$ cat config.mk
export PLATFORM = sky130hd
export DESIGN_NAME = mcsc_top
export DESIGN_NICKNAME = d
export VERILOG_FILES = /design/src/hw/mcsc_top.v
export VERILOG_INCLUDE_DIRS = /design/src /design/src/hw
export SDC_FILE = /design/constraint.sdc
export NUM_CORES = 1
export LEC_CHECK = 0
export ABC_AREA = 1
export BUFFER_PORTS_ARGS = -buffer_cell sky130_fd_sc_hd__clkbuf_2
export CORE_ASPECT_RATIO = 0.5
export CORE_MARGIN = 3
export CORE_UTILIZATION = 45
export DETAILED_ROUTE_END_ITERATION = 8
export PLACE_DENSITY = 0.65
export SLEW_MARGIN = 20
export SYNTH_ARGS = -nofsm -noshare
export SYNTH_HDL_FRONTEND = slang
export SYNTH_SLANG_ARGS = --single-unit
$ cat constraint.sdc
create_clock -name mclk -period 3.8 [get_ports mclk]
set_input_delay 0.19 -clock mclk [delete_from_list [all_inputs] [get_ports mclk]]
set_output_delay 0.19 -clock mclk [all_outputs]
set_load 0.01 [all_outputs]
$ cat src/hw/mcsc_defs.vh
// constants for the machine check and check-stop control block
`ifndef MCSC_DEFS_VH
`define MCSC_DEFS_VH

// register offsets (byte addresses, one word each)
`define MCSC_ADDR_W 8
`define MCSC_OFF_MODE 8'h00
`define MCSC_OFF_CR14 8'h04
`define MCSC_OFF_PSW 8'h08
`define MCSC_OFF_CODE 8'h0c
`define MCSC_OFF_STAT 8'h10
`define MCSC_OFF_CAUSE 8'h14

// operating modes, mode register bits 1:0
`define MCSC_MODE_NORMAL 2'h0
`define MCSC_MODE_HARD 2'h1
`define MCSC_MODE_IOSTOP 2'h2
// mode register fields
`define MCSC_MODE_QUIET 2
`define MCSC_MODE_SUP_W 3
`define MCSC_MODE_SUP_E 4
`define MCSC_MODE_W 5
`define MCSC_MODE_RST 5'h00

// control register 14 fields and reset value
`define MCSC_CR14_CSTOP 0
`define MCSC_CR14_E 6
`define MCSC_CR14_W 7
`define MCSC_CR14_RST 32'h0000_0041

// machine check code bit positions
`define MCSC_CODE_W 16
`define MCSC_CODE_SD 0
`define MCSC_CODE_PD 1
`define MCSC_CODE_TD 3
`define MCSC_CODE_CD 4
`define MCSC_CODE_WRN 8
`define MCSC_CODE_DLY 15

// check-stop cause bits
`define MCSC_CAUSE_W 13
`define MCSC_IML_OK 13'h0600

// timing
`define MCSC_CLK_MHZ 50
`define MCSC_SP_TMO_US 1000

`endif

$ cat src/hw/mcsc_top.v
// machine check interruption, operating mode and check-stop control
//
// Decided for this implementation: the address-and-strobe port and the address map.
`timescale 1ns/10ps
`default_nettype none
`include "mcsc_defs.vh"
// Function
// [RULE1] enabled instruction error interrupts with processing damage in code bit 1
// [RULE2] enabled unrelated processor failure interrupts with system damage in code bit 0
// [RULE3] normal mode: diskette logout first, then interruption and storage logout
// [RULE4] full recording: every type enabled, each gives interruption and both logouts
// [RULE5] quiet mode: suppressed repressible types give no interruption, no recording
// [RULE6] check-stop halts after diskette logout, with no fixed-area storage logout
// [RULE7] check-stop detection never gated; reset still sets control register 14 bit 0
// [RULE8] lookaside buffer error, multi-bit storage error, access key failure check-stop
// [RULE9] damage while status word bit 13 is zero forces check-stop
// [RULE10] damage during an interruption for earlier damage forces check-stop
// [RULE11] failed code store, failed new status fetch or bad page 0 check-stop
// [RULE12] inconsistent page description after update error forces check-stop
// [RULE13] microcode unable to branch or resume forces check-stop
// [RULE14] support processor communication timeout forces check-stop
// [RULE15] check-stop ignores start and restart; leave by system reset or microcode load (microcode load leaves only if no cause bit but 9 or 10 is set)
// [RULE16] hard-stop mode: any check stops at once, no logouts, no interruption
// [RULE17] logs suppressed in hard-stop are kept and written when normal mode returns
// [RULE18] I/O stop: channel checks stop only after diskette and channel logouts
// [RULE19] after program load or reset, external damage mask on, warning mask off
// [RULE20] program load reset clears status word bit 13; software sets it again
// [RULE21] warning and damage masks sit in register 14, effective only with bit 13
// [RULE22] repressible condition while disabled sets the delayed flag
// [RULE23] console-writable mode register, sampled whenever a check is evaluated
module mcsc_top #(
  parameter [31:0] SP_TMO_CYC = `MCSC_SP_TMO_US * `MCSC_CLK_MHZ
) (
  input wire mclk,
  input wire resetn,
  input wire [7:0] reg_addr,
  input wire [31:0] reg_wdata,
  input wire reg_wr,
  input wire reg_rd,
  output reg [31:0] reg_rdata,
  input wire sys_reset,
  input wire initial_program_load,
  input wire microcode_initial_load,
  input wire start_key,
  input wire restart_key,
  input wire err_instr,
  input wire err_system,
  input wire err_timing,
  input wire err_warning,
  input wire err_tlb,
  input wire err_stor_mbit,
  input wire err_access_key,
  input wire err_code_store,
  input wire err_psw_fetch,
  input wire err_page0,
  input wire err_page_desc,
  input wire err_ucode_branch,
  input wire chan_check,
  input wire diskette_log_done,
  input wire storage_logout_done,
  input wire chan_logout_done,
  output reg run,
  output reg check_stop,
  output reg diskette_log_req,
  output reg storage_logout_req,
  output reg chan_logout_req,
  output reg mc_interrupt
);

  localparam ST_IDLE = 3'h0;
  localparam ST_DLOG = 3'h1;
  localparam ST_INTR = 3'h2;
  localparam ST_CHAN = 3'h3;
  localparam ST_STOP = 3'h4;

  // build a machine check code from damage / warning sources
  function [`MCSC_CODE_W-1:0] code_bits;
    input sd;
    input pd;
    input td;
    input wrn;
    begin
      code_bits = {`MCSC_CODE_W{1'b0}};
      code_bits[`MCSC_CODE_SD] = sd;
      code_bits[`MCSC_CODE_PD] = pd;
      code_bits[`MCSC_CODE_TD] = td;
      code_bits[`MCSC_CODE_CD] = td;
      code_bits[`MCSC_CODE_WRN] = wrn;
    end
  endfunction

  reg [2:0] state;
  reg [2:0] next_state;
  reg [`MCSC_MODE_W-1:0] mode_reg;
  reg [31:0] cr14;
  reg psw13;
  reg [`MCSC_CODE_W-1:0] mc_code;
  reg [`MCSC_CODE_W-1:0] pend_code;
  reg [`MCSC_CODE_W-1:0] held_code;
  reg held_valid;
  reg rep_td;
  reg rep_w;
  reg delayed;
  reg stop_after_log;
  reg [`MCSC_CAUSE_W-1:0] cause;
  reg [31:0] tmo_cnt;
  reg chan_dl_seen;
  reg chan_cl_seen;

  // decoded mode, sampled on every evaluation
  wire [1:0] op_mode = mode_reg[1:0]; // RULE23
  wire mode_hard = (op_mode == `MCSC_MODE_HARD);
  wire mode_io = (op_mode == `MCSC_MODE_IOSTOP);
  wire quiet = mode_reg[`MCSC_MODE_QUIET];
  wire exig = err_instr | err_system;
  wire busy_exig = ((state == ST_DLOG) || (state == ST_INTR)) &&
    (pend_code[`MCSC_CODE_SD] || pend_code[`MCSC_CODE_PD]);
  wire waiting = (state == ST_DLOG) || (state == ST_INTR) || (state == ST_CHAN);
  wire tmo_expire = waiting && (tmo_cnt == SP_TMO_CYC - 32'h1); // RULE14
  wire any_check = exig | err_timing | err_warning | err_tlb | err_stor_mbit |
    err_access_key | err_code_store | err_psw_fetch | err_page0 | err_page_desc |
    err_ucode_branch | chan_check;

  // repressible enables: full recording needs only bit 13, quiet uses masks
  wire en_e = psw13 & (~quiet | (cr14[`MCSC_CR14_E] & ~mode_reg[`MCSC_MODE_SUP_E])); // RULE4 RULE21
  wire en_w = psw13 & (~quiet | (cr14[`MCSC_CR14_W] & ~mode_reg[`MCSC_MODE_SUP_W])); // RULE4 RULE21
  // quiet-mode suppression drops the condition entirely
  wire drop_e = quiet & mode_reg[`MCSC_MODE_SUP_E]; // RULE5
  wire drop_w = quiet & mode_reg[`MCSC_MODE_SUP_W]; // RULE5
  wire want_td = (rep_td | (err_timing & ~drop_e));
  wire want_w = (rep_w | (err_warning & ~drop_w));
  wire take_td = want_td & en_e;
  wire take_w = want_w & en_w;

  // check-stop causes detected this cycle, never gated by any control bit
  reg [`MCSC_CAUSE_W-1:0] hit;
  always @* begin
    hit = {`MCSC_CAUSE_W{1'b0}};
    hit[0] = err_tlb; // RULE8 RULE7
    hit[1] = err_stor_mbit; // RULE8
    hit[2] = err_access_key; // RULE8
    hit[3] = exig & ~psw13; // RULE9
    hit[4] = exig & psw13 & busy_exig; // RULE10
    hit[5] = err_code_store; // RULE11
    hit[6] = err_psw_fetch; // RULE11
    hit[7] = err_page0; // RULE11
    hit[8] = err_page_desc; // RULE12
    hit[9] = err_ucode_branch; // RULE13
    hit[10] = tmo_expire; // RULE14
    hit[11] = mode_hard & any_check; // RULE16
    hit[12] = (state == ST_CHAN) && (chan_dl_seen | diskette_log_done) &&
      (chan_cl_seen | chan_logout_done); // RULE18
  end

  wire iml_ok = ((cause & ~`MCSC_IML_OK) == {`MCSC_CAUSE_W{1'b0}});
  wire log_stop = |hit[9:0] & ~hit[10];

  // next state selection
  always @* begin
    next_state = state;
    if (state == ST_STOP) begin
      if (sys_reset || (microcode_initial_load && iml_ok)) begin // RULE15
        next_state = ST_IDLE;
      end
    end else if (hit[10] || hit[11] || hit[12]) begin // RULE14 RULE16 RULE18
      next_state = ST_STOP;
    end else if (log_stop && state != ST_CHAN) begin
      next_state = ST_DLOG; // RULE6
    end else begin
      case (state)
        ST_IDLE: begin
          if (held_valid && !mode_hard) begin
            next_state = ST_DLOG; // RULE17
          end else if ((exig & psw13) | take_td | take_w) begin
            next_state = ST_DLOG; // RULE3
          end else if (chan_check && mode_io) begin
            next_state = ST_CHAN; // RULE18
          end
        end
        ST_DLOG: begin
          if (diskette_log_done) begin
            next_state = stop_after_log ? ST_STOP : ST_INTR; // RULE3 RULE6
          end
        end
        ST_INTR: begin
          if (storage_logout_done) begin
            next_state = ST_IDLE;
          end
        end
        ST_CHAN: next_state = ST_CHAN;
        default: next_state = ST_IDLE;
      endcase
    end
  end

  // sequencing, logout requests, interruption and run control
  always @(posedge mclk or negedge resetn) begin
    if (!resetn) begin
      state <= ST_IDLE;
      stop_after_log <= 1'b0;
      pend_code <= {`MCSC_CODE_W{1'b0}};
      diskette_log_req <= 1'b0;
      storage_logout_req <= 1'b0;
      chan_logout_req <= 1'b0;
      mc_interrupt <= 1'b0;
      check_stop <= 1'b0;
      run <= 1'b0;
      tmo_cnt <= 32'h0;
      chan_dl_seen <= 1'b0;
      chan_cl_seen <= 1'b0;
    end else begin
      state <= next_state;
      mc_interrupt <= 1'b0;
      check_stop <= (next_state == ST_STOP);
      // timeout restarts on every state change
      if (next_state != state || !waiting) begin
        tmo_cnt <= 32'h0;
      end else begin
        tmo_cnt <= tmo_cnt + 32'h1; // RULE14
      end
      // operation runs until check-stop or system reset; start is dead while stopped
      if (next_state == ST_STOP) begin
        run <= 1'b0;
      end else if (sys_reset) begin
        run <= 1'b0;
      end else if ((start_key || restart_key) && state != ST_STOP) begin
        run <= 1'b1; // RULE15
      end
      if (next_state == ST_STOP) begin
        diskette_log_req <= 1'b0; // RULE16
        storage_logout_req <= 1'b0;
        chan_logout_req <= 1'b0;
        stop_after_log <= 1'b0;
      end else if (state != ST_STOP) begin
        case (state)
          ST_IDLE: begin
            if (next_state == ST_DLOG) begin
              diskette_log_req <= 1'b1;
              stop_after_log <= log_stop; // RULE6
              if (held_valid && !mode_hard && !log_stop) begin
                pend_code <= held_code; // RULE17
              end else begin
                pend_code <= code_bits(err_system & psw13, err_instr & psw13,
                  take_td, take_w); // RULE1 RULE2
                pend_code[`MCSC_CODE_DLY] <= delayed;
              end
            end else if (next_state == ST_CHAN) begin
              diskette_log_req <= 1'b1; // RULE18
              chan_logout_req <= 1'b1;
              chan_dl_seen <= 1'b0;
              chan_cl_seen <= 1'b0;
            end
          end
          ST_DLOG: begin
            if (log_stop) begin
              stop_after_log <= 1'b1; // RULE6
            end
            if (diskette_log_done) begin
              diskette_log_req <= 1'b0;
              if (!stop_after_log && !log_stop) begin
                mc_interrupt <= 1'b1; // RULE3
                storage_logout_req <= 1'b1;
              end
            end
          end
          ST_INTR: begin
            if (log_stop) begin
              storage_logout_req <= 1'b0; // RULE6
              diskette_log_req <= 1'b1;
              stop_after_log <= 1'b1;
            end else if (storage_logout_done) begin
              storage_logout_req <= 1'b0;
              pend_code <= {`MCSC_CODE_W{1'b0}};
            end
          end
          ST_CHAN: begin
            if (diskette_log_done) begin
              chan_dl_seen <= 1'b1;
              diskette_log_req <= 1'b0;
            end
            if (chan_logout_done) begin
              chan_cl_seen <= 1'b1;
              chan_logout_req <= 1'b0;
            end
          end
          default: stop_after_log <= 1'b0;
        endcase
      end
    end
  end

  // repressible conditions awaiting enable, delayed flag, hard-stop log
  always @(posedge mclk or negedge resetn) begin
    if (!resetn) begin
      rep_td <= 1'b0;
      rep_w <= 1'b0;
      delayed <= 1'b0;
      held_code <= {`MCSC_CODE_W{1'b0}};
      held_valid <= 1'b0;
    end else begin
      if (state == ST_IDLE && next_state == ST_DLOG && !held_valid) begin
        rep_td <= want_td & ~take_td;
        rep_w <= want_w & ~take_w;
        delayed <= (want_td & ~take_td) | (want_w & ~take_w); // RULE22
      end else begin
        rep_td <= want_td & ~mode_hard;
        rep_w <= want_w & ~mode_hard;
        if ((err_timing & ~drop_e & ~en_e) | (err_warning & ~drop_w & ~en_w)) begin
          delayed <= 1'b1; // RULE22
        end
      end
      if (hit[11]) begin
        held_code <= held_code | code_bits(err_system, err_instr, err_timing,
          err_warning); // RULE16 RULE17
        held_valid <= 1'b1;
      end else if (state == ST_IDLE && next_state == ST_DLOG && held_valid &&
        !log_stop) begin
        held_code <= {`MCSC_CODE_W{1'b0}}; // RULE17
        held_valid <= 1'b0;
      end
    end
  end

  // software and console registers, reset and program load effects
  always @(posedge mclk or negedge resetn) begin
    if (!resetn) begin
      mode_reg <= `MCSC_MODE_RST;
      cr14 <= `MCSC_CR14_RST;
      psw13 <= 1'b0;
      mc_code <= {`MCSC_CODE_W{1'b0}};
      cause <= {`MCSC_CAUSE_W{1'b0}};
    end else begin
      if (reg_wr && reg_addr == `MCSC_OFF_MODE) begin
        mode_reg <= reg_wdata[`MCSC_MODE_W-1:0]; // RULE23
      end
      if (sys_reset || initial_program_load) begin
        cr14 <= `MCSC_CR14_RST; // RULE7 RULE19
      end else if (reg_wr && reg_addr == `MCSC_OFF_CR14) begin
        cr14 <= reg_wdata;
      end
      if (initial_program_load) begin
        psw13 <= 1'b0; // RULE20
      end else if (reg_wr && reg_addr == `MCSC_OFF_PSW) begin
        psw13 <= reg_wdata[0];
      end
      // a new code wins over a clearing write
      if (state == ST_DLOG && next_state == ST_INTR) begin
        mc_code <= pend_code; // RULE1 RULE2
      end else if (reg_wr && reg_addr == `MCSC_OFF_CODE) begin
        mc_code <= {`MCSC_CODE_W{1'b0}};
      end
      if (state != ST_STOP) begin
        cause <= cause | hit;
      end else if (next_state == ST_IDLE) begin
        cause <= {`MCSC_CAUSE_W{1'b0}};
      end
    end
  end

  // read data, one cycle after the read strobe
  always @(posedge mclk or negedge resetn) begin
    if (!resetn) begin
      reg_rdata <= 32'h0;
    end else if (reg_rd) begin
      case (reg_addr)
        `MCSC_OFF_MODE: reg_rdata <= {{(32-`MCSC_MODE_W){1'b0}}, mode_reg};
        `MCSC_OFF_CR14: reg_rdata <= cr14;
        `MCSC_OFF_PSW: reg_rdata <= {31'h0, psw13};
        `MCSC_OFF_CODE: reg_rdata <= {16'h0, mc_code};
        `MCSC_OFF_STAT: reg_rdata <= {24'h0, held_valid, delayed, rep_w, rep_td,
          state, check_stop};
        `MCSC_OFF_CAUSE: reg_rdata <= {{(32-`MCSC_CAUSE_W){1'b0}}, cause};
        default: reg_rdata <= 32'h0;
      endcase
    end else begin
      reg_rdata <= 32'h0;
    end
  end

endmodule // mcsc_top
`default_nettype wire

# Word-level counts from Yosys, hierarchy flattened
# Index checks and enable logic that the tools add are counted.
# W data, S select, Z words.
# word_totals
register_bits	179
latchBits	0
ramBits	0
rom_bits	0
in_bits	65
output_inout_bits	38
word_cells	255
memories	0
# op_classes
add_sub_neg	1
n_mul	0
div	0
order_cmp	0
eq_ne	38
shift	0
muxes	72
bitwise_logic	60
n_reduce_logical	61
# ops
operator	n
$pmux W32 S6	1
$mux W16	8
$mux W32	4
$mux W1	39
$add A32 B1 Y32 const B	1
$eq A32 B16 Y1 const B	1
$pmux W16 S2	1
$mux W3	10
$mux W13	2
$and A1 B1 Y1	23
$or A1 B1 Y1	22
$logic_and A1 B1 Y1	20
$ne A3 B3 Y1 const B	6
$reduce_and A6 Y1	3
$reduce_bool A2 Y1	9
$eq A8 B4 Y1 const B	2
$eq A8 B5 Y1 const B	2
$or A16 B9 Y16	1
$reduce_and A5 Y1	3
$ne A2 B2 Y1 const B	7
$logic_not A13 Y1	1
$not A1 Y1	13
$or A13 B13 Y13	1
$eq A3 B2 Y1 const B	4
23 further kinds	48

# Longest topological paths before layout
# Gate-level depths: netlist (run 1).
# depth
depth_word	23
mapped_depth	16
ltp_nobuf	15

# Least setup slack after synthesis (run 1)
# Ideal clock, no wire load.
# synth_timing
path_type	register -> register
start	register tmo_cnt[0]
end	register delayed
setup_time_ns	0.117
arrival_ns	1.801
required_time_ns	3.683
slack_ns	1.882
path_stages_with_launch	13
path_buffers	0
synth_period_minus_slack_ns	1.918
path_cell_list	dfrtp_1 ha_1 nand3_1 nor3_2 inv_1 nor2_2 nor2_1 nand3_4 nand2_2 nor2_4 nand2_2 o21ai_1 inv_1
# synth_between
elab_chain_cells	12
word_cells_on_any_way	15
classes_between	eq/ne (2); mux (4); bitwise (2); reduce/logical (7)
# synth_lines
item	line	source
start, declared	mcsc_top.v:106	reg [31:0] tmo_cnt;
start signal, assigned	mcsc_top.v:219	tmo_cnt <= tmo_cnt + 32'h1;
$eq A32 B16 Y1 *	mcsc_top.v:119	wire tmo_expire = waiting && (tmo_cnt == SP_TMO_CYC - 32'h1);
$logic_and A1 B1 Y1 *	mcsc_top.v:119	
$not A1 Y1	mcsc_top.v:156	wire log_stop = |hit[9:0] & ~hit[10];
$and A1 B1 Y1	mcsc_top.v:156	
$logic_and A1 B1 Y1	mcsc_top.v:167	end else if (log_stop && state != ST_CHAN) begin
$mux W3	mcsc_top.v:167	
$mux W3 *	mcsc_top.v:165	end else if (hit[10] || hit[11] || hit[12]) begin
$mux W3 *	mcsc_top.v:161	if (state == ST_STOP) begin
$eq A3 B1 Y1 *	mcsc_top.v:301	if (state == ST_IDLE && next_state == ST_DLOG && !held_valid) begin
$logic_and A1 B1 Y1 * (2 in series)	mcsc_top.v:301	
$mux W1 / $reduce_bool A2 Y1 (equally long branches)	-	
end signal, assigned	mcsc_top.v:304	delayed <= (want_td & ~take_td) | (want_w & ~take_w);
end, declared	mcsc_top.v:103	reg delayed;
# Every way passes the cells marked *; elsewhere a longest branch is shown, timed or not.
# A chain may end at the register's enable or synchronous reset.

# Final worst setup path (run 1)
# layout_timing
start	register state[0]
end	register tmo_cnt[23]
# layout_between
elab_chain_cells	13
word_cells_on_any_way	33
classes_between	eq/ne (6); mux (11); bitwise (3); reduce/logical (13)
# layout_lines
item	line	source
start, declared	mcsc_top.v:92	reg [2:0] state;
start signal, assigned	mcsc_top.v:212	state <= next_state;
$eq A3 B1 Y1 / $eq A3 B2 Y1 (equally long branches)	mcsc_top.v:116, mcsc_top.v:118, mcsc_top.v:170	
$logic_or A1 B1 Y1	mcsc_top.v:116, mcsc_top.v:118	
$logic_and A1 B1 Y1 / $logic_or A1 B1 Y1 (equally long branches)	mcsc_top.v:116, mcsc_top.v:118	
$and A1 B1 Y1 / $logic_and A1 B1 Y1 (equally long branches)	mcsc_top.v:143, mcsc_top.v:119	
$reduce_or A10 Y1 / $not A1 Y1 (equally long branches)	mcsc_top.v:156	
$and A1 B1 Y1	mcsc_top.v:156	
$logic_and A1 B1 Y1	mcsc_top.v:167	
$mux W3	mcsc_top.v:167	
$mux W3	mcsc_top.v:165	
$mux W3	mcsc_top.v:161	
$ne A3 B3 Y1	mcsc_top.v:216	if (next_state != state || !waiting) begin
$logic_or A1 B1 Y1 *	mcsc_top.v:216	
$mux W32 *	mcsc_top.v:216	
# Marked as above.

==> flow_metrics.py, run 1 <==
metrics = {
    "status": {
        "outcome": "complete, no violations",
    },
    "cells_and_area": {
        "largest_registers": "cr14: 32 flops, reg_rdata: 32 flops, tmo_cnt: 32 flops",
        "multi_input_area_sq_um": 3040,
        "num_antenna_cells": 0,
        "num-fill-cells": 1431,
        "regArea_sq_um": 3760,
        "areaGrowthSynthToFinish_pct": 21.3,
        "drive_gt1_share_pct": 22.3,
        "final_nets": 1062,
    },
    "synth": {
        "synth-compound-area-share_pct": 9.74,
        "synth_xor_xnor_area_share_pct": 3.70,
        "synth_ff_type": "dfrtp_1",
        "synth-edff-count": 0,
        "synth_adder_area_share_pct": 0.170,
        "synth_cells": 857,
        "syn_area_sq_um": 7360,
        "synthSimpleGateAreaFrac_pct": 27.7,
        "synth_top_family_by_area": "simple AND/OR/NAND/NOR gates",
        "synth_seq_cells": 150,
        "ys_types": 45,
        "async_reset_ff_share_pct": 100,
        "post_synth.cell_area_avg_sq_um": 8.59,
        "yosys_warnings": 0,
        "synth_nets": 923,
        "synth_mux_area_share_pct": 0,
        "yosysSeqAreaShare_pct": 51.0,
    },
    "placed_design": {
        "dpl.hpwl_um": 13100,
        "numPortBuffers": 102,
        "finalWeightedCongestion": 0.933,
    },
    "floorplan": {
        "initial_utilization_pct": 46.9,
        "core_region_area_sq_um": 15700,
        "die_width_um": 187,
        "io_pins": 103,
        "rows": 32,
        "die_y_um": 96.5,
        "die-area_sq_um": 18000,
    },
    "worst_setup_path": {
        "r2r_slack_ns": 1.37,
        "worstPathArrival_ns": 2.73,
        "cp_max_fo": 32,
        "critPathKind": "flop to flop",
        "worstPathRequired_ns": 4.09,
        "worstSetupEndpointType": "flop",
        "worstSetupStartpointType": "flop",
    },
    "sta": {
        "clock.fmax_mhz": 411,
        "fin_hold_ws_ns": 0.00481,
        "hold_viol_final": 0,
        "finalCriticalPeriod_ns": 2.43,
        "relSlewSlack_pct": 39.0,
        "finalSetupTns_ns": 0,
        "finalCritPeriodShare_pct": 64.0,
        "fin_skew_ns": 0.0105,
        "maxSlewViolCount": 0,
        "setup_viol": 0,
        "tightestPinTransition_ns": 0.911,
        "rsz0062_at_grt": "false",
    },
    "cts": {
        "cts_setup_buffers": 0,
        "tritoncts": "yes",
        "clkLatencyLatePin_ns": 0.43,
        "path_clk_slew_ns": 0.07,
        "clock_path_buffers": 2,
        "cts_root_buf": "clkbuf_16",
        "htree_levels": 4,
        "cts_sinks": 150,
        "cts_buffers": 17,
    },
    "global_routing": {
        "use_met3_pct": 5.51,
        "grt.total_usage_pct": 21.4,
        "grt_pass1_wl_um": 30500,
        "grt_antenna_before_repair": 0,
        "use_met2_pct": 36.6,
        "grt_pass1_vias": 6056,
        "grt-busiest-layer": "met2",
        "overflow": 0,
        "grt_max_degree": 90,
        "met1_usage_pct": 27.5,
    },
    "pwr": {
        "swShare_pct": 26.8,
        "vdd_drop_max_mv": 0.325,
        "p_int_uw": 2760,
        "combinationalPowerShare_pct": 10.0,
        "p_sw_uw": 1010,
        "p_clk_share_pct": 44.3,
        "p_leak_uw": 0.00424,
        "seqPwrFrac_pct": 45.8,
        "powerDensity_nw_per_um2": 422,
        "p_total_uw": 3770,
    },
    "routing": {
        "drt-wirelength-per-cell_um": 14.9,
        "drt_iter0_drc": 428,
        "detail_route.vias_per_cell": 5.02,
        "vias": 6171,
        "drc": 0,
        "ant_nets": 0,
        "finalWirelength_um": 18400,
        "firstDrtPassIters": 5,
    },
    "worst_hold_path": {
        "min_path_type": "input pin to flop",
    },
    "run": {
        "maxCapViolCount": 0,
    },
}
kinds of logic (layout without fill, tap and decap cells):
logic type | Yosys count | after routing
compound gates | 119 | 119
xor+xnor | 29 | 29
fa+ha+maj | 1 | 1
buf+inv | 140 | 292
flops | 150 | 150
simple gates | 418 | 418
power groups by stage:
stage | Combinational [uW] | Sequential (uW) | Clock (uW)
after global placement | 351 | 1750 | 0
final | 376 | 1730 | 1670
after detailed placement | 358 | 1750 | 0
after global routing | 429 | 1730 | 1760
after floorplan | 239 | 1740 | 0
after CTS | 381 | 1730 | 1690
layout make-up:
cell class | instances | area share [%]
Clock inverter | 11 | 1.25
Sequential cell | 150 | 42.0
Multi-Input combinational cell | 567 | 34.0
Timing Repair Buffer | 133 | 9.12
Inverter | 127 | 5.34
Tap cell | 221 | 3.09
Clock buffer | 21 | 5.15
synthesized netlist by cell type (12+ instances only):
cell type	n	area (sq um)
nor2_2	35	219
xor2_1	26	228
o21ai_0	50	250
nand4_1	19	119
a21oi_1	30	150
nor2_1	94	353
nand2_1	169	634
nor3_1	16	80.1
nand2_2	12	75.1
inv_1	118	443
dfrtp_1	148	3700
nand3_1	37	185
cell usage in the layout (no fill, tap or decap), types with 9 or more instances in the layout:
master and instances:
dlygate4sd3_1 26, xor2_1 26, clkbuf_16 17, nor4_1 9, clkbuf_2 101, nand4_1 19
nor2_1 94, dfrtp_1 148, nor2_2 35, a21oi_1 30, nor3_1 16, nand2_1 169
nand3_1 37, o21ai_0 50, inv_2 9, a22oi_1 10, nand2_2 12, inv_1 118
routing by layer:
metal / wire [um] / share of wire (%) / vias to the layer above
met5: 0 / 0 / -
met4: 275 / 1.5 / 0
met3: 969 / 5.3 / 29
met2: 8610 / 47 / 154
met1: 8520 / 46 / 2944
li1: - / - / 3044
per-stage QoR:
stage | cell area, sq um | setup WS, ns | utilization [%] | cells
6_report | 8930 | 1.37 | 56.9 | 1230
5_1_grt | 8930 | 1.15 | 56.9 | 1230
4_1_cts | 8930 | 1.35 | 56.9 | 1230
3_3_place_gp | 8100 | 1.43 | 51.6 | 1172
3_5_place_dp | 8100 | 1.37 | 51.6 | 1172
2_1_floorplan | 7360 | 1.88 | - | 857
timing repair:
action	in CTS	in global routing
hold buffers	26	0
resized for setup	0	0
hold endpoints to repair	112	0
worst max-delay path: stages (launching register included):
cell and delay (ns):
dfrtp_1 0.59, inv_2 0.13, nor2_4 0.14, nand2_4 0.08
nand2_2 0.08, nand3_2 0.08, nand3_2 0.10, nand2_4 0.10
nand3_4 0.09, nand2_4 0.10, xor2_4 0.18, o21ai_4 0.07
buf_4 0.45, nor2_1 0.10
worst paths after layout:
kind,start,depth (start not counted),endpoint
max in group asynchronous,resetn,3,cr14[6]$_DFFE_PN1P_
worst max register to register,state[0]$_DFF_PN0_,13,tmo_cnt[23]$_DFF_PN0_
worst min-delay path,reg_wdata[28],3,cr14[28]$_DFFE_PN0P_
worst max-delay path,state[0]$_DFF_PN0_,13,tmo_cnt[23]$_DFF_PN0_
min in group asynchronous,resetn,2,reg_rdata[20]$_DFF_PN0_
worst min register to register,pend_code[8]$_DFFE_PN0P_,2,pend_code[8]$_DFFE_PN0P_
Note: power is estimated with default switching activity, not from simulation.
==> run 2, diff against run 1 <==
--- a/config.mk
+++ b/config.mk
@@ -12,7 +12,7 @@
 export CORE_MARGIN = 3
 export CORE_UTILIZATION = 45
 export DETAILED_ROUTE_END_ITERATION = 8
-export PLACE_DENSITY = 0.65
+export PLACE_DENSITY = 0.68
 export SLEW_MARGIN = 20
 export SYNTH_ARGS = -nofsm -noshare
 export SYNTH_HDL_FRONTEND = slang
==> constraint.sdc (replaced) <==
create_clock -name mclk -period 2 [get_ports mclk]
set_input_delay 0.1 -clock mclk [delete_from_list [all_inputs] [get_ports mclk]]
set_output_delay 0.1 -clock mclk [all_outputs]
set_load 0.01 [all_outputs]
==> run 2 against run 1 <==
Net effect:
- the flow now finishes with violations (negative setup slack)
- critical path depth down 2
- global-route usage up 1.4 points
- via count up 7.2%
- first-iteration DRC count up 6.5%
- largest power group unchanged
- final cell count up 7.6%
- count of clock-buffer cells in the layout up 2
==> flow_metrics.py, run 2 (synthesis gave the netlist of run 1 again) <==
metrics = {
    "cts": {
        "clock_path_buffers": 2,
        "clkLatencyLatePin_ns": 0.42,
        "cts_root_buf": "clkbuf_16",
        "htree_levels": 4,
        "cts_sinks": 150,
        "tritoncts": "yes",
        "path_clk_slew_ns": 0.07,
        "cts_buffers": 17,
    },
    "routing": {
        "firstDrtPassIters": 5,
        "vias": 6613,
        "drc": 0,
        "detail_route.vias_per_cell": 4.99,
        "ant_nets": 0,
        "finalWirelength_um": 19600,
        "drt_iter0_drc": 456,
        "drt-wirelength-per-cell_um": 14.8,
    },
    "global_routing": {
        "grt_pass1_vias": 6590,
        "grt.total_usage_pct": 22.7,
        "grt_pass1_wl_um": 32400,
        "grt_max_degree": 47,
        "grt_antenna_before_repair": 0,
        "overflow": 0,
    },
    "sta": {
        "clock.fmax_mhz": 496,
        "finalWorstSetupSlack_ns": -0.0154,
        "hold_viol_final": 0,
        "maxSlewViolCount": 0,
        "rsz0062_at_grt": "true",
        "setup_viol": 7,
        "fin_hold_ws_ns": 0.00653,
        "finalCritPeriodShare_pct": 101,
        "tightestPinTransition_ns": 0.590,
        "fin_skew_ns": 0.0135,
        "relSlewSlack_pct": 60.3,
        "finalCriticalPeriod_ns": 2.02,
    },
    "worst_setup_path": {
        "worstSetupEndpointType": "flop",
        "worstPathArrival_ns": 2.33,
        "worstPathRequired_ns": 2.31,
        "critPathKind": "flop to flop",
        "cp_max_fo": 8,
        "worstSetupStartpointType": "flop",
    },
    "run": {
        "maxCapViolCount": 0,
    },
    "pwr": {
        "vdd_drop_max_mv": 0.602,
        "swShare_pct": 26.4,
        "powerDensity_nw_per_um2": 736,
        "seqPwrFrac_pct": 45.3,
        "p_clk_share_pct": 41.6,
        "p_sw_uw": 1910,
        "p_leak_uw": 0.00468,
        "p_int_uw": 5320,
        "combinationalPowerShare_pct": 13.2,
    },
    "cells_and_area": {
        "final_nets": 1156,
        "areaGrowthSynthToFinish_pct": 33.4,
        "final_cells": 1324,
        "largest_registers": "cr14: 32 flops, reg_rdata: 32 flops, tmo_cnt: 32 flops",
        "mostFrequentLayoutCells": "nand2_1, dfrtp_1, inv_1",
        "num-fill-cells": 1363,
        "num_antenna_cells": 0,
        "final_common_cell": "nand2_1",
        "drive_gt1_share_pct": 29.0,
    },
    "floorplan": {
        "die_y_um": 96.5,
        "io_pins": 103,
        "initial_utilization_pct": 46.9,
        "die_width_um": 187,
        "rows": 32,
        "die-area_sq_um": 18000,
        "core_region_area_sq_um": 15700,
    },
    "status": {
        "violations": "negative setup slack",
        "outcome": "finished, violations left",
    },
    "placed_design": {
        "place_inst": 1231,
        "dpl.hpwl_um": 14400,
        "finalWeightedCongestion": 0.914,
        "numPortBuffers": 102,
    },
    "worst_hold_path": {
        "min_path_type": "input pin to flop",
    },
}
==> run 2: what timing repair did <==
item / 4_1_cts / 5_1_grt
hold buffers: 47 / 0
pin swaps: 6 / 19
setup endpoints to repair: 57 / 61
hold endpoints to repair: 167 / 0
setup buffers: 2 / 12
resized for setup: 11 / 27
==> run 2: area by class of cell <==
| type | count | area [sq um] | area share (%) |
|---|---|---|---|
| sequential | 150 | 3760 | 38.3 |
| multi-input combinational | 567 | 3140 | 32.0 |
| timing repair buffer | 227 | 1630 | 16.6 |
| inverter | 127 | 477 | 4.85 |
| clock buffer | 23 | 448 | 4.56 |
| tap | 221 | 277 | 2.81 |
| clock inverter | 9 | 95.1 | 0.968 |
==> run 2: through the flow <==
step / TNS, ns / utilization (%) / area [sq um] / worst slack [ns] / power [uW]
final: -0.0569 / 62.6 / 9820 / -0.0154 / 7230
after global routing: -3.19 / 62.6 / 9820 / -0.114 / 7550
after CTS: 0 / 61.5 / 9660 / 0.00414 / 7230
after detailed placement: -1.15 / 54.8 / 8600 / -0.0854 / 4140
after global placement: -0.141 / 54.8 / 8600 / -0.0415 / 4120
after floorplan: 0 / - / 7360 / 0.0821 / 3760
==> run 2: worst max-delay path, stage by stage (launching register included) <==
cell and delay [ns]:
dfrtp_1 0.36, ha_2 0.21, nand3_4 0.10, nor3_4 0.21, nand3_2 0.15, nand2_4 0.14
buf_6 0.11, o211ai_1 0.18, nor2_8 0.23, nand2_4 0.09, nand2_1 0.07, nand2_1 0.05
==> run 2: power groups by stage <==
stage / combinational (uW) / clock, uW / sequential, uW
2_1_floorplan: 455 / 0 / 3310
3_3_place_gp: 804 / 0 / 3310
3_5_place_dp: 824 / 0 / 3310
4_1_cts: 903 / 3070 / 3260
5_1_grt: 1050 / 3210 / 3280
6_report: 951 / 3000 / 3270
==> run 2: worst paths after layout <==
| kind | slack, ns | end | cells past startpoint | from |
|---|---|---|---|---|
| setup reg to reg | -0.02 | pend_code[15]$_DFFE_PN0P_ | 11 | tmo_cnt[1]$_DFF_PN0_ |
| hold / removal | 0.007 | mc_interrupt$_DFF_PN0_ | 3 | diskette_log_done |
| min in group asynchronous | 0.15 | reg_rdata[21]$_DFF_PN0_ | 2 | resetn |
| hold reg to reg | 0.48 | mc_code[8]$_DFFE_PN0P_ | 2 | mc_code[8]$_DFFE_PN0P_ |
| max in group asynchronous | 1.19 | tmo_cnt[23]$_DFF_PN0_ | 3 | resetn |
| setup / recovery | -0.02 | pend_code[15]$_DFFE_PN0P_ | 11 | tmo_cnt[1]$_DFF_PN0_ |
==> run 2: routing by layer <==
metal  vias up  part of all wire [%]  global-route usage [%]
li1       3223                     -                       -
met1      3187                    45                    28.9
met2       169                    48                    40.0
met3        34                   4.7                    4.79
met4         0                   1.9                    6.66
met5         -                     0                       0
==> run 3, diff against run 2 <==
--- a/config.mk
+++ b/config.mk
@@ -6,13 +6,13 @@
 export SDC_FILE = /design/constraint.sdc
 export NUM_CORES = 1
 export LEC_CHECK = 0
-export ABC_AREA = 1
 export BUFFER_PORTS_ARGS = -buffer_cell sky130_fd_sc_hd__clkbuf_2
 export CORE_ASPECT_RATIO = 0.5
 export CORE_MARGIN = 3
 export CORE_UTILIZATION = 45
 export DETAILED_ROUTE_END_ITERATION = 8
 export PLACE_DENSITY = 0.68
+export REMOVE_ABC_BUFFERS = 1
 export SLEW_MARGIN = 20
 export SYNTH_ARGS = -nofsm -noshare
 export SYNTH_HDL_FRONTEND = slang
==> run 3 against run 2 <==
Net effect:
- final cell count fell by 15%
- global-route usage rose by 1.7 points
- clock skew fell by 0.0069 ns
- maximum frequency fell by 24%
- combinational power rose by 18%
- sequential power barely moved
- via count fell by 6.4%
- the flow still finishes with violations (negative setup slack)
- routed wire length rose by 2.9%
- register-to-register slack got worse by 0.65 ns
- largest cell class unchanged
- sequential cell count did not move
- largest power group is now the clock network
==> flow_metrics.py, run 3 <==
metrics = {
    "worst_setup_path": {
        "critPathTopFamily": "simple AND/OR/NAND/NOR gates",
        "worstSetupEndpointType": "flop",
        "r2r-start": "state[0]$_DFF_PN0_",
        "path_cells": "and3b_2 > o221a_4 > or2_4 > or3b_4 > or2_4 > buf_6 > o31ai_4 > buf_6 > mux2_4",
        "worst_path_max_delay_cell": "dfrtp_1",
        "worstSetupStartpointType": "flop",
        "worstPathRequired_ns": 2.30,
        "r2r_slack_ns": -0.66,
        "slowest_delay_ns": 0.43,
        "worstPathArrival_ns": 2.96,
        "cp_max_fo": 6,
        "r2r_end": "pend_code[8]$_DFFE_PN0P_",
        "worst-path-buf-inv": 2,
        "critPathKind": "flop to flop",
        "rr_worst_depth": 9,
    },
    "synth": {
        "synth_top_family_by_area": "simple AND/OR/NAND/NOR gates",
        "ys_top_cells_by_count": "dfrtp_1, nor2_1, nand2_1",
        "synth_seq_cells": 150,
        "synth-compound-area-share_pct": 12.8,
        "synth_xor_xnor_area_share_pct": 4.05,
        "ys_types": 62,
        "yosysSeqAreaShare_pct": 56.0,
        "synth_adder_area_share_pct": 0.187,
        "synth_cells": 637,
        "synth-edff-count": 0,
        "synthTopCellsByArea": "dfrtp_1, nor2_1, a22o_1, a21oi_1, mux2i_1",
        "synthMostInstantiatedCell": "dfrtp_1",
        "synthSimpleGateAreaFrac_pct": 19.2,
        "synth_ff_type": "dfrtp_1",
        "synth_top_cell_by_area": "dfrtp_1",
        "syn_area_sq_um": 6700,
        "yosys_warnings": 0,
        "synth_mux_area_share_pct": 4.97,
        "synth_top_area_share_pct": 55.3,
        "post_synth.cell_area_avg_sq_um": 10.5,
        "async_reset_ff_share_pct": 100,
    },
    "routing": {
        "finalWirelength_um": 20200,
        "ant_nets": 0,
        "vias": 6193,
        "detail_route.vias_per_cell": 5.51,
        "drt_iter0_drc": 448,
        "drt-wirelength-per-cell_um": 17.9,
        "firstDrtPassIters": 5,
        "drc": 0,
    },
    "status": {
        "violations": "negative setup slack",
        "outcome": "finished, violations left",
    },
    "cts": {
        "path_clk_slew_ns": 0.07,
        "cts_sinks": 150,
        "clock_path_buffers": 2,
        "clkLatencyLatePin_ns": 0.42,
        "cts_buffers": 17,
        "tritoncts": "yes",
        "cts_root_buf": "clkbuf_16",
        "htree_levels": 4,
    },
    "cells_and_area": {
        "final_common_cell": "dfrtp_1",
        "largest_registers": "cr14: 32 flops, reg_rdata: 32 flops, tmo_cnt: 32 flops",
        "num_antenna_cells": 0,
        "mostFrequentLayoutCells": "dfrtp_1, buf_4, clkbuf_2",
        "final_cells": 1124,
        "final_nets": 986,
        "areaGrowthSynthToFinish_pct": 49.4,
        "drive_gt1_share_pct": 40.3,
    },
    "sta": {
        "hold_viol_final": 0,
        "maxSlewViolCount": 0,
        "tightestPinTransition_ns": 0.593,
        "relSlewSlack_pct": 60.3,
        "finalWorstSetupSlack_ns": -0.661,
        "finalSetupTns_ns": -30.62,
        "finalCriticalPeriod_ns": 2.66,
        "rsz0062_at_grt": "true",
        "fin_skew_ns": 0.00658,
        "finalCritPeriodShare_pct": 133,
        "setup_viol": 65,
        "clock.fmax_mhz": 376,
    },
    "placed_design": {
        "dpl.hpwl_um": 13200,
        "numPortBuffers": 102,
        "finalWeightedCongestion": 0.886,
        "place_inst": 1038,
    },
    "global_routing": {
        "grt_antenna_before_repair": 0,
        "grt_max_degree": 56,
        "grt-busiest-layer": "met2",
        "grt_pass1_wl_um": 31900,
        "met1_usage_pct": 33.0,
        "use_met2_pct": 40.4,
        "grt.total_usage_pct": 24.4,
        "use_met3_pct": 4.59,
        "grt_pass1_vias": 6227,
        "overflow": 0,
    },
    "floorplan": {
        "core_region_area_sq_um": 14000,
        "io_pins": 103,
        "die-area_sq_um": 16500,
        "rows": 30,
        "die_width_um": 179,
        "initial_utilization_pct": 47.7,
        "die_y_um": 92.3,
    },
    "pwr": {
        "powerDensity_nw_per_um2": 765,
        "vdd_drop_max_mv": 0.546,
        "p_leak_uw": 0.00477,
    },
    "worst_hold_path": {
        "hold_depth": 4,
        "hp-start": "start_key",
        "whs_endpoint": "run$_DFFE_PN0P_",
        "min_path_type": "input pin to flop",
    },
    "run": {
        "maxCapViolCount": 0,
    },
}
[run 3: cell count changes after synthesis, sizes merged, moves of 11 or more]
| cell | previous run | this run |
|---|---|---|
| and3 | 0 | 22 |
| xnor2 | 2 | 13 |
| inv | 127 | 18 |
| nand3 | 42 | 17 |
| nor2 | 136 | 104 |
| mux2 | 0 | 12 |
| a22o | 0 | 30 |
| clkbuf | 5 | 25 |
| o21ai | 55 | 13 |
| nand2 | 185 | 41 |
| mux2i | 0 | 19 |
[run 3: what timing repair did]
item,CTS,global route
endpoints found under the hold margin,90,0
pin swaps,6,38
buffers inserted,8,8
setup endpoints to repair,67,67
gates resized for setup,29,99
hold buffers,37,0
cloned,0,3
[run 3: routing by layer]
layer | vias to the layer above | wire, um
met4 | 0 | 257
met2 | 213 | 9890
met5 | - | 0
met3 | 24 | 1090
li1 | 2844 | -
met1 | 3112 | 8930
[run 3: worst max path at each step]
stage                          startpoint                  endpoint  slack, ns  depth (start not counted)
detailed placement             err_system  pend_code[3]$_DFFE_PN0P_      -0.77                         10
global placement            err_psw_fetch  pend_code[8]$_DFFE_PN0P_      -0.72                          9
finish                 state[0]$_DFF_PN0_  pend_code[8]$_DFFE_PN0P_      -0.66                          9
global route           state[2]$_DFF_PN0_  pend_code[4]$_DFFE_PN0P_      -0.71                          9
floorplan              state[1]$_DFF_PN0_     tmo_cnt[10]$_DFF_PN0_      -1.08                          6
CTS                 tmo_cnt[11]$_DFF_PN0_           rep_w$_DFF_PN0_      -0.58                          9
[run 3: where the power goes]
group	switching (uW)	leakage [uW]	internal (uW)
combinational	573	0.00250	549
clock	1410	0.000289	1870
sequential	92.2	0.00198	3170
[run 3: through the flow]
step,setup WS [ns],cell area [sq um],power (uW),util [%],hold WS (ns)
2_1_floorplan,-1.08,6590,3600,-,-0.196
3_3_place_gp,-0.716,8410,4070,59.9,0.0942
3_5_place_dp,-0.770,8410,4090,59.9,0.100
4_1_cts,-0.577,9550,7450,68.0,0.0482
5_1_grt,-0.706,10000,7950,71.3,0.0695
6_report,-0.661,10000,7660,71.3,0.0417
[run 3: kinds of logic (layout without fill, tap and decap cells)]
family,count (synthesis),in the layout
AO/OA/AOI/OAI,120,120
XOR/XNOR,31,31
adder cells (fa/ha/maj),1,1
buffers and inverters,46,341
flip-flops,150,150
multiplexers,31,31
AND/OR/NAND/NOR,258,258
[run 3: final cells by class]
class	instances	area, sq um
Timing Repair Buffer	292	2190
Sequential cell	150	3760
Clock inverter	14	165
Tap cell	192	240
Fill cell	989	4020
Inverter	18	67.6
Multi-Input combinational cell	441	3160
Clock buffer	17	425
[run 3: worst register-to-register path, cell delays in order, from the launching register on]
cell	delay [ns]
dfrtp_1	0.43
and3b_2	0.24
o221a_4	0.12
or2_4	0.23
or3b_4	0.39
or2_4	0.27
buf_6	0.13
o31ai_4	0.26
buf_6	0.18
mux2_4	0.30
